### config.mk
export PLATFORM = sky130hd
export DESIGN_NAME = ivp_top
export DESIGN_NICKNAME = d
export VERILOG_FILES = /design/src/pkg/ivp_pkg.sv /design/src/rtl/ivp_top.sv
export VERILOG_INCLUDE_DIRS = /design/src /design/src/pkg
export SDC_FILE = /design/constraint.sdc
export NUM_CORES = 1
export LEC_CHECK = 0
export ABC_AREA = 1
export BUFFER_PORTS_ARGS = -buffer_cell sky130_fd_sc_hd__buf_2
export CORE_ASPECT_RATIO = 0.5
export CORE_MARGIN = 3
export CORE_UTILIZATION = 35
export CTS_BUF_LIST = sky130_fd_sc_hd__clkbuf_8 sky130_fd_sc_hd__clkbuf_16
export DETAILED_ROUTE_END_ITERATION = 8
export PLACE_DENSITY = 0.68
export SLEW_MARGIN = 20
export SYNTH_ARGS = -nofsm -noshare
export SYNTH_HDL_FRONTEND = slang
export SYNTH_SLANG_ARGS = --single-unit
### constraint.sdc
create_clock -name clk_in -period 1.8 [get_ports clk_in]
set_input_delay 0.18 -clock clk_in [delete_from_list [all_inputs] [get_ports clk_in]]
set_output_delay 0.18 -clock clk_in [all_outputs]
set_load 0.01 [all_outputs]
### src/pkg/ivp_regs.svh
`ifndef IVP_REGS_SVH
`define IVP_REGS_SVH

// Geometry of the source set and of the vector field
`define IVP_NSRC        16
`define IVP_IDX_W       4
`define IVP_VEC_W       7
`define IVP_PRIO_W      5
`define IVP_NUM_W       5

// Source index, equal to priority minus one
`define IVP_IDX_RESET   4'h0
`define IVP_IDX_NMI     4'h1
`define IVP_IDX_LAST    4'hf

// Priority numbers the checks refer to
`define IVP_PRIO_RESET  5'h01
`define IVP_PRIO_NMI    5'h02
`define IVP_PRIO_EXT0   5'h03
`define IVP_PRIO_EXT3   5'h0b
`define IVP_PRIO_SP0RX  5'h07
`define IVP_PRIO_SP1TX  5'h0e
`define IVP_PRIO_XFER4  5'h0f
`define IVP_PRIO_XFER5  5'h10

// Vector slots, relative to the vector base, one per priority
`define IVP_VEC_P01     7'h00
`define IVP_VEC_P02     7'h04
`define IVP_VEC_P03     7'h40
`define IVP_VEC_P04     7'h44
`define IVP_VEC_P05     7'h48
`define IVP_VEC_P06     7'h4c
`define IVP_VEC_P07     7'h50
`define IVP_VEC_P08     7'h54
`define IVP_VEC_P09     7'h58
`define IVP_VEC_P10     7'h5c
`define IVP_VEC_P11     7'h60
`define IVP_VEC_P12     7'h64
`define IVP_VEC_P13     7'h68
`define IVP_VEC_P14     7'h6c
`define IVP_VEC_P15     7'h70
`define IVP_VEC_P16     7'h74

// Software-only traps without hardware priority
`define IVP_SW_FIRST    5'h11
`define IVP_SW_LAST     5'h1e
`define IVP_SW_BASE     7'h08
`define IVP_SLOT_STEP   7'h04
`define IVP_RSV_BASE    7'h78
`define IVP_VEC_SW_LAST 7'h3c

// Sources that the mask cannot hold off, and the all-zero flag, slot and priority values
`define IVP_UNMASKABLE  16'h0003
`define IVP_ZERO_FLAGS  16'h0000
`define IVP_ZERO_VEC    7'h00
`define IVP_ZERO_PRIO   5'h00

// Idle levels of the active-low lines, and priority-to-index offset
`define IVP_PINS_IDLE   4'hf
`define IVP_PIN_IDLE    1'b1
`define IVP_IDX_OFS     4'h1

`endif

### src/pkg/ivp_pkg.sv
`include "ivp_regs.svh"

package ivp_pkg;

	// Selected hardware request as handed to the sequencer
	typedef struct packed {
		logic                    valid;
		logic [`IVP_PRIO_W-1:0]  prio;
		logic [`IVP_VEC_W-1:0]   vec;
	} ivp_sel_s;

	// Software-only trap slot
	typedef struct packed {
		logic                    valid;
		logic [`IVP_VEC_W-1:0]   vec;
	} ivp_swv_s;

endpackage : ivp_pkg

### src/rtl/ivp_top.sv
`timescale 1ns/1ps
`include "ivp_regs.svh"

module ivp_top
	import ivp_pkg::*;
(
	input  wire logic                   clk_in,
	input  wire logic                   rst_n_in,
	input  wire logic                   reset_pin_n_in,
	input  wire logic                   sw_reset_trap_in,
	input  wire logic                   nmi_pin_n_in,
	input  wire logic                   sw_trap_nonmask_in,
	input  wire logic                   ext_req0_n_in,
	input  wire logic                   ext_req1_n_in,
	input  wire logic                   ext_req2_n_in,
	input  wire logic                   ext_req3_n_in,
	input  wire logic                   timer_event_in,
	input  wire logic                   sport0_rx_event_in,
	input  wire logic                   sport0_tx_event_in,
	input  wire logic                   sport2_rx_event_in,
	input  wire logic                   sport2_tx_event_in,
	input  wire logic                   sport1_rx_event_in,
	input  wire logic                   sport1_tx_event_in,
	input  wire logic                   host_port_event_in,
	input  wire logic                   xfer_chan4_event_in,
	input  wire logic                   xfer_chan5_event_in,
	input  wire logic [`IVP_NSRC-1:0]   irq_mask_reg_in,
	input  wire logic                   core_ack_in,
	input  wire logic                   sw_trap_valid_in,
	input  wire logic [`IVP_NUM_W-1:0]  sw_trap_num_in,
	output logic                        irq_req_out,
	output logic [`IVP_PRIO_W-1:0]      irq_prio_out,
	output logic [`IVP_VEC_W-1:0]       irq_vec_out,
	output logic [`IVP_NSRC-1:0]        irq_flag_reg_out,
	output logic                        sw_vec_valid_out,
	output logic [`IVP_VEC_W-1:0]       sw_vec_out
);

	logic [`IVP_NSRC-1:0]   irq_flag_reg_ff;
	logic [`IVP_NSRC-1:0]   nxt_irq_flag_reg;
	logic [`IVP_NSRC-1:0]   set_vec;
	logic [`IVP_NSRC-1:0]   clr_vec;
	logic [`IVP_NSRC-1:0]   enable_vec;
	logic [`IVP_NSRC-1:0]   live_vec;
	logic [3:0]             pin_prev_ff;
	logic                   nmi_prev_ff;
	logic [3:0]             pin_fall;
	logic                   nmi_fall;
	ivp_sel_s               sel_ff;
	ivp_sel_s               nxt_sel;
	ivp_swv_s               swv_ff;
	ivp_swv_s               nxt_swv;
	logic [`IVP_IDX_W-1:0]  served_idx;

	// Slot lookup by source index; the table holds the sixteen hardware-priority slots, not the software trap slots
	function automatic logic [`IVP_VEC_W-1:0] slot_of(
		input logic [`IVP_IDX_W-1:0] idx
	);
		case (idx)
			4'h0:    slot_of = `IVP_VEC_P01;
			4'h1:    slot_of = `IVP_VEC_P02;
			4'h2:    slot_of = `IVP_VEC_P03;
			4'h3:    slot_of = `IVP_VEC_P04;
			4'h4:    slot_of = `IVP_VEC_P05;
			4'h5:    slot_of = `IVP_VEC_P06;
			4'h6:    slot_of = `IVP_VEC_P07;
			4'h7:    slot_of = `IVP_VEC_P08;
			4'h8:    slot_of = `IVP_VEC_P09;
			4'h9:    slot_of = `IVP_VEC_P10;
			4'ha:    slot_of = `IVP_VEC_P11;
			4'hb:    slot_of = `IVP_VEC_P12;
			4'hc:    slot_of = `IVP_VEC_P13;
			4'hd:    slot_of = `IVP_VEC_P14;
			4'he:    slot_of = `IVP_VEC_P15;
			4'hf:    slot_of = `IVP_VEC_P16;
			default: slot_of = `IVP_VEC_P01;
		endcase
	endfunction : slot_of

	////////////////////////////////////////////////////////////////////////
	// Event capture

	// Previous pin levels, pins idle high
	always_ff @(posedge clk_in) begin
		if (!rst_n_in) begin
			pin_prev_ff <= `IVP_PINS_IDLE;
			nmi_prev_ff <= `IVP_PIN_IDLE;
		end else begin
			pin_prev_ff <= {ext_req3_n_in, ext_req2_n_in,
				ext_req1_n_in, ext_req0_n_in};
			nmi_prev_ff <= nmi_pin_n_in;
		end
	end

	// Falling edges; a held-low line requests once, not every cycle
	assign pin_fall = pin_prev_ff & ~{ext_req3_n_in, ext_req2_n_in,
		ext_req1_n_in, ext_req0_n_in};
	assign nmi_fall = nmi_prev_ff & ~nmi_pin_n_in;

	// Source bit i stands for priority i+1
	assign set_vec = {
		xfer_chan5_event_in,
		xfer_chan4_event_in,
		sport1_tx_event_in,
		sport1_rx_event_in,
		host_port_event_in,
		pin_fall[3],
		sport2_tx_event_in,
		sport2_rx_event_in,
		sport0_tx_event_in,
		sport0_rx_event_in,
		timer_event_in,
		pin_fall[2],
		pin_fall[1],
		pin_fall[0],
		nmi_fall | sw_trap_nonmask_in,
		~reset_pin_n_in | sw_reset_trap_in
	};

	////////////////////////////////////////////////////////////////////////
	// Pending flags

	// Ack clears only the source that was on offer
	assign served_idx = sel_ff.prio[`IVP_IDX_W-1:0] - `IVP_IDX_OFS;
	always_comb begin
		clr_vec = `IVP_ZERO_FLAGS;
		if (core_ack_in && sel_ff.valid) begin
			clr_vec[served_idx] = 1'b1;
		end
	end

	// Set beats clear so an event landing on its own ack is kept
	assign nxt_irq_flag_reg = (irq_flag_reg_ff & ~clr_vec) | set_vec;

	always_ff @(posedge clk_in) begin
		if (!rst_n_in) begin
			irq_flag_reg_ff <= `IVP_ZERO_FLAGS;
		end else begin
			irq_flag_reg_ff <= nxt_irq_flag_reg;
		end
	end

	////////////////////////////////////////////////////////////////////////
	// Priority selection

	// Reset and nonmaskable request ignore the mask
	assign enable_vec = irq_mask_reg_in | `IVP_UNMASKABLE;
	assign live_vec   = nxt_irq_flag_reg & enable_vec;

	// Downward scan so the last hit is the smallest priority number
	always_comb begin
		nxt_sel = '0;
		for (int i = `IVP_NSRC - 1; i >= 0; i--) begin
			if (live_vec[i]) begin
				nxt_sel.valid = 1'b1;
				nxt_sel.prio  = `IVP_PRIO_W'(i + 1);
				nxt_sel.vec   = slot_of(`IVP_IDX_W'(i));
			end
		end
	end

	// Offer is taken from next flags, so an ack never shows a stale slot
	always_ff @(posedge clk_in) begin
		if (!rst_n_in) begin
			sel_ff <= '0;
		end else begin
			sel_ff <= nxt_sel;
		end
	end

	////////////////////////////////////////////////////////////////////////
	// Software-only traps

	// Traps outside the software-only range are dropped here
	always_comb begin
		nxt_swv = '0;
		if (sw_trap_valid_in && sw_trap_num_in >= `IVP_SW_FIRST &&
			sw_trap_num_in <= `IVP_SW_LAST) begin
			nxt_swv.valid = 1'b1;
			nxt_swv.vec   = `IVP_SW_BASE + `IVP_SLOT_STEP *
				`IVP_VEC_W'(sw_trap_num_in - `IVP_SW_FIRST);
		end
	end

	always_ff @(posedge clk_in) begin
		if (!rst_n_in) begin
			swv_ff <= '0;
		end else begin
			swv_ff <= nxt_swv;
		end
	end

	assign irq_req_out      = sel_ff.valid;
	assign irq_prio_out     = sel_ff.prio;
	assign irq_vec_out      = sel_ff.vec;
	assign irq_flag_reg_out = irq_flag_reg_ff;
	assign sw_vec_valid_out = swv_ff.valid;
	assign sw_vec_out       = swv_ff.vec;

	////////////////////////////////////////////////////////////////////////
	// Checks

	chk_no_reserved_slot: assert property (
		@(posedge clk_in) disable iff (!rst_n_in)
		(sel_ff.valid || swv_ff.valid) |->
			(sel_ff.vec < `IVP_RSV_BASE && swv_ff.vec < `IVP_RSV_BASE))
		else $error("reserved slot offered");

	chk_sw_trap_slot: assert property (
		@(posedge clk_in) disable iff (!rst_n_in)
		(sw_trap_valid_in && sw_trap_num_in == `IVP_SW_LAST) |=>
			(swv_ff.valid && swv_ff.vec == `IVP_VEC_SW_LAST))
		else $error("last software trap slot wrong");

	chk_reset_wins_slot: assert property (
		@(posedge clk_in) disable iff (!rst_n_in)
		(!reset_pin_n_in && $past(rst_n_in)) |=>
			(sel_ff.valid && sel_ff.prio == `IVP_PRIO_RESET &&
			sel_ff.vec == `IVP_VEC_P01))
		else $error("reset not offered at top priority");

	chk_nmi_slot_map: assert property (
		@(posedge clk_in) disable iff (!rst_n_in)
		(sel_ff.valid && sel_ff.prio == `IVP_PRIO_NMI) |->
			sel_ff.vec == `IVP_VEC_P02)
		else $error("nonmaskable slot wrong");

	chk_ext_line_slot: assert property (
		@(posedge clk_in) disable iff (!rst_n_in)
		sel_ff.valid |->
			((sel_ff.prio == `IVP_PRIO_EXT0) == (sel_ff.vec == `IVP_VEC_P03)) &&
			((sel_ff.prio == `IVP_PRIO_EXT3) == (sel_ff.vec == `IVP_VEC_P11)))
		else $error("external line slot wrong");

	chk_sport_slot_map: assert property (
		@(posedge clk_in) disable iff (!rst_n_in)
		sel_ff.valid |->
			((sel_ff.prio == `IVP_PRIO_SP0RX) == (sel_ff.vec == `IVP_VEC_P07)) &&
			((sel_ff.prio == `IVP_PRIO_SP1TX) == (sel_ff.vec == `IVP_VEC_P14)))
		else $error("serial port slot wrong");

	chk_xfer_slot_map: assert property (
		@(posedge clk_in) disable iff (!rst_n_in)
		(sel_ff.valid && sel_ff.prio >= `IVP_PRIO_XFER4) |->
			(sel_ff.vec == (sel_ff.prio == `IVP_PRIO_XFER5 ?
			`IVP_VEC_P16 : `IVP_VEC_P15)))
		else $error("transfer channel slot wrong");

	chk_lowest_first: assert property (
		@(posedge clk_in) disable iff (!rst_n_in)
		sel_ff.valid |->
			((irq_flag_reg_ff & ($past(irq_mask_reg_in) | `IVP_UNMASKABLE) &
			((`IVP_NSRC'(1) << served_idx) - `IVP_NSRC'(1))) ==
			`IVP_ZERO_FLAGS))
		else $error("a smaller priority number was passed over");

	chk_others_kept: assert property (
		@(posedge clk_in) disable iff (!rst_n_in)
		(core_ack_in && sel_ff.valid &&
			((irq_flag_reg_ff & ~clr_vec) != `IVP_ZERO_FLAGS)) |=>
			((irq_flag_reg_ff & ~$past(clr_vec)) != `IVP_ZERO_FLAGS))
		else $error("pending request lost on ack");

endmodule : ivp_top

### Word level (Yosys, flattened, before mapping)

Cells that the tools add are included.

* $add $sub $neg: 3
* $lt $le $gt $ge: 4
* mux-type cells: 20
* bitwise logic cells: 12
* reductions and logical operators: 13

Operators by type and width (count)
* $mux 13: 16
* $and 16x16->16: 2
* $mux 16: 1
* $not 16->16: 1
* $or 16x16->16: 1
* $reduce_or 16->1: 1
* $reduce_or 11->1: 1
* $mux 8: 1
* $reduce_or 8->1: 1
* $add 4x7->7 const A: 1
* $reduce_or 7->1: 1
* $ge 5x5->1 const B: 1
* $le 5x5->1 const B: 1
* $lt 4x5->1 const B: 1
* $reduce_or 5->1: 1
* $sub 5x5->5 const B: 1
* $and 4x4->4: 1
* $demux 1 s4: 1
* $ge 4x1->1 const B: 1
* $logic_and 1x1->1: 4
* $not 4->4: 1
* $reduce_or 4->1: 1
* $sub 4x1->4 const B: 1
* $not 1->1: 3
* other kinds (6): 7

* flip-flop bits (word level): 42
* input bits: 43
* output and inout port bits: 37

### Longest topological paths before layout

* depth after elaboration: 26
* gate-level depth with buffers: 18
* mapped depth without buffers: 17

### Worst setup path after synthesis

No wires, ideal clock.

* path type: register to register
* start point: register sel_ff, in the netlist irq_prio_out[3]
* end point: register sel_ff, in the netlist irq_req_out
* setup time: 0.129 ns
* arrival time: 1.599 ns
* data required time: 1.671 ns
* slack: 0.072 ns
* stages on the path, launching flop included: 11
* clock period less this slack: 1.728 ns
* cells stage by stage: dfxtp_1 > buf_2 > nand4_1 > o21ai_0 > nand2_1 > nand2_1 > nand2_1 > nor2_1 > nand3_1 > nor3_2 > a31oi_1

* longest elaborated chain between the ends: 26
* elaborated cells on any way between the ends: 27

Ends and longest elaborated chain
* from (decl): RTL line ivp_top.sv:49 `ivp_sel_s sel_ff;`
* from (signal assigned): RTL line ivp_top.sv:167 `sel_ff <= nxt_sel;`
* $sub 4x1->4 (no line) (*)
* $lt 4x5->1 (implied by the code) / $ge 4x1->1 (equally long branches): RTL line ivp_top.sv:128 `clr_vec[served_idx] = 1'b1;`
* $logic_and 1x1->1 (implied by the code): RTL line ivp_top.sv:128
* $mux 1 (implied by the code): RTL line ivp_top.sv:128
* $demux 1 s4 (*): RTL line ivp_top.sv:128
* $mux 16 (*): RTL line ivp_top.sv:127 `if (core_ack_in && sel_ff.valid) begin`
* $not 16->16 (*): RTL line ivp_top.sv:133 `assign nxt_irq_flag_reg = (irq_flag_reg_ff & ~clr_vec) | set_vec;`
* $and 16x16->16 (*): RTL line ivp_top.sv:133
* $or 16x16->16 (*): RTL line ivp_top.sv:133
* $and 16x16->16 (*): RTL line ivp_top.sv:148 `assign live_vec = nxt_irq_flag_reg & enable_vec;`
* $mux 13 (15 in series): RTL line ivp_top.sv:154 `if (live_vec[i]) begin`
* $mux 13 (*): RTL line ivp_top.sv:154

Every way passes the cells marked *; elsewhere a longest branch is shown, timed or not.
A chain may end at the register's enable or synchronous reset.

### Worst setup path after layout

* start point: register sel_ff, in the netlist irq_prio_out[0]
* end point: register sel_ff, in the netlist irq_req_out

The elaborated chain is that of the path after synthesis.

==> flow_summary.toml <==
[status]
status = "finished with violations"
violations = "negative setup slack"

[logic_synthesis]
synth_top_family_by_area = "simple AND/OR/NAND/NOR gates"
synth_edf_count = 0
ys_seq_area_share_pct = 38.5
synth_area_um2 = 1980
synthArstFlopShare_pct = 0
synth-compound-area-share_pct = 13.1
synth_area_per_cell_um2 = 7.06
synth_seq_cells = 38
ys_top_cells_by_count = "75 x nand2_1, 41 x inv_1, 38 x dfxtp_1, 23 x nor2_1, 17 x a21oi_1"
yosys.area_share.adder_pct = 2.53
synth_most_common_cell = "nand2_1"
yosys.area_share.simple_pct = 32.1
netlist_instances = 280
synth.area.top_cells = "dfxtp_1 38%, nand2_1 14%, inv_1 7.8%, nor2_1 4.4%, a21oi_1 4.3%"
yosys.cell_types.count = 37
ys_warn_count = 0
synth_top_area_share_pct = 38.5
muxShareOfSynthArea_pct = 0
synthFlopType = "dfxtp_1"
synth_top_area_cell = "dfxtp_1"
synth-xor-area-share_pct = 1.33

[worst_setup_path]
startpoint = "irq_prio_out[0]"
worstPathArrival_ns = 2.05
cp_num_buf_inv = 1
critPathMaxStageDelay_ns = 0.38
timing.rr.start = "irq_prio_out[0]"
crit_chain = "nor2_4, nand2_2, nand2_4, nand2_2, o21ai_2, nand2_1, nand2_2, nand2_1, inv_1, nand2_2, nor3_4, a31oi_1"
crit_family = "simple AND/OR/NAND/NOR gates"
r2r_setup_slack_ns = -0.09
critPathKind = "flop to flop"
cpMostUsedCell = "nand2_2"
start_kind = "flop"
worstPathRequired_ns = 1.96
cp-end-kind = "flop"
cp_slowest_cell = "dfxtp_4"
crit_path_max_fanout = 6

[cts]
cts_tree = "yes"
insertion_delay_ns = 0.28
cts_buffer_depth = 2
clk_pin_slew_ns = 0.06
htreeDepth = 2
clockRootBuffer = "clkbuf_16"
cts_made_buffers = 5
numClockSinks = 38

[floorplan]
io_pins = 80
coreArea_um2 = 5180
fp.dieW_um = 112
die_h_um = 59.1
start_util_pct = 38.2
core.rowCount = 18
die_area_um2 = 6640

[placement]
dp_cells = 448
portBuffers = 73
post-dp-hpwl_um = 4500
gp_congestion = 0.843
dpl_worst_slack_ns = -0.156

[route]
dr.pass1.iters = 4
via_per_inst = 4.83
drt-initial-drc-count = 107
wirelength_um = 6270
wl_per_cell_um = 13.4
num_vias = 2260
ant_nets = 0
drc_errors = 0

[run]
cap_violations = 0

[layout]
multi_input_area_um2 = 1160
ff_latch_area_um2 = 776
final_layout_size_suffix_gt1_share_pct = 50.8
final_cell_count_no_fill = 468
layout.nets = 444
finish.utilization_pct = 59.1
nFillCells = 463
area.growth.synth_to_final_pct = 54.9
num_antenna_cells = 0

[grt]
track_usage_pct = 18.2
globalRouteOverflowTotal = 0
grt_antenna_before_repair = 0
grt_max_degree = 14
grt_pass1_vias = 2167
grt_first_pass_wirelength_um = 9650

[power_and_ir_drop]
power_density_nw_per_um2 = 798
total_leakage_power_nw = 1.62
peakVddDrop_mv = 0.392

[timing]
period_minus_slack_ns = 1.89
hold_ws_ns = 0.0815
fin_crit_sh_pct = 105
hold_violations = 0
drv_slew = 0
fin_setup_tns_ns = -0.330
setup_viol = 7
fin_ws_ns = -0.0913
fmax_ghz = 0.529
rsz0062_at_grt = "yes"
skew_ns = 0.00545

[worst_hold_path]
worstHoldStart = "sw_trap_num_in[0]"
hp-class = "primary input to flop"
-- where the power goes --
| group | internal (mW) | switching (mW) | total [mW] |
|---|---|---|---|
| clock | 0.648 | 0.345 | 0.993 |
| combinational | 0.233 | 0.307 | 0.540 |
| sequential | 0.881 | 0.0295 | 0.911 |
-- worst register-to-register path, cell delays in order (launching register included) --
cell     delay [ns]
dfxtp_4        0.38
nor2_4         0.18
nand2_2        0.10
nand2_4        0.10
nand2_2        0.08
o21ai_2        0.15
nand2_1        0.10
nand2_2        0.11
nand2_1        0.07
inv_1          0.10
nand2_2        0.09
nor3_4         0.21
a31oi_1        0.11
-- path summary, 6_finish.rpt --
kind                         endpoint  cells past startpoint
hold reg to reg   irq_flag_reg_out[2]                      2
setup reg to reg          irq_req_out                     12
hold / removal          sw_vec_out[2]                      2
setup / recovery          irq_req_out                     12
-- layout by cell type (no fill, tap or decap), types with 2 or more instances in the layout --
master | netlist | layout
dfxtp_1 | 38 | 34
nor2_1 | 23 | 18
nand3_1 | 6 | 4
nor3_4 | 2 | 3
inv_2 | 5 | 9
conb_1 | 1 | 4
nand2_1 | 75 | 53
nand2_4 | 0 | 2
or2_2 | 2 | 2
a21oi_1 | 17 | 14
nand2_2 | 3 | 23
buf_6 | 2 | 2
nand3_2 | 1 | 3
nor3_2 | 2 | 3
buf_4 | 4 | 41
a31oi_1 | 5 | 5
buf_2 | 2 | 73
dfxtp_4 | 0 | 4
o21ai_1 | 10 | 5
nand4_1 | 10 | 10
xor2_1 | 2 | 2
a21oi_2 | 1 | 4
o21ai_2 | 1 | 10
nor3_1 | 4 | 2
nor2_4 | 2 | 4
clkbuf_16 | 0 | 5
inv_1 | 41 | 36
clkinv_2 | 0 | 2
nor2_2 | 1 | 4
ha_1 | 4 | 4
-- layer usage --
metal  vias to the layer above  global-route usage (%)  wire, µm
li1                       1112                       -         -
met1                      1062                    21.7      2680
met2                        71                    33.0      3100
met3                        15                    4.49       380
met4                         0                    5.99       108
met5                         -                       0         0
-- per-stage QoR --
stage	power [mW]	cell area [µm²]
6_report	2.44	3060
5_1_grt	2.56	3060
4_1_cts	2.40	2900
3_5_place_dp	1.37	2610
3_3_place_gp	1.35	2610
2_1_floorplan	1.17	1990
-- state kept, by name, summed over array words and instances, names as in the netlist --
| signal | flops |
|---|---|
| nmi_prev_ff | 1 |
| sw_vec_valid_out | 1 |
| irq_req_out | 1 |
| irq_flag_reg_out | 16 |
| sw_vec_out | 5 |
| pin_prev_ff | 4 |
| irq_vec_out | 5 |
| irq_prio_out | 5 |
-- cell type report --
| cell class | instances | area share (%) |
|---|---|---|
| clock buffers | 5 | 4.09 |
| multi-input cells | 189 | 37.8 |
| flip-flops and latches | 38 | 25.3 |
| well taps | 70 | 2.86 |
| repair buffers | 116 | 22.7 |
| clock inverters | 3 | 1.31 |
| inverters | 47 | 5.84 |
-- cell families after synthesis --
logic type	count (synthesis)
xor+xnor	3
flops	38
compound gates	45
fa+ha+maj	4
simple gates	133
buf+inv	56
other cells	1
-- repair_timing --
action	CTS	global route
endpoints found under the setup margin	11	12
setup buffers	9	3
cloned	0	0
pin swaps	13	12
gates resized for setup	24	48
hold buffers	0	0
Power figures use the tool's default switching activity.
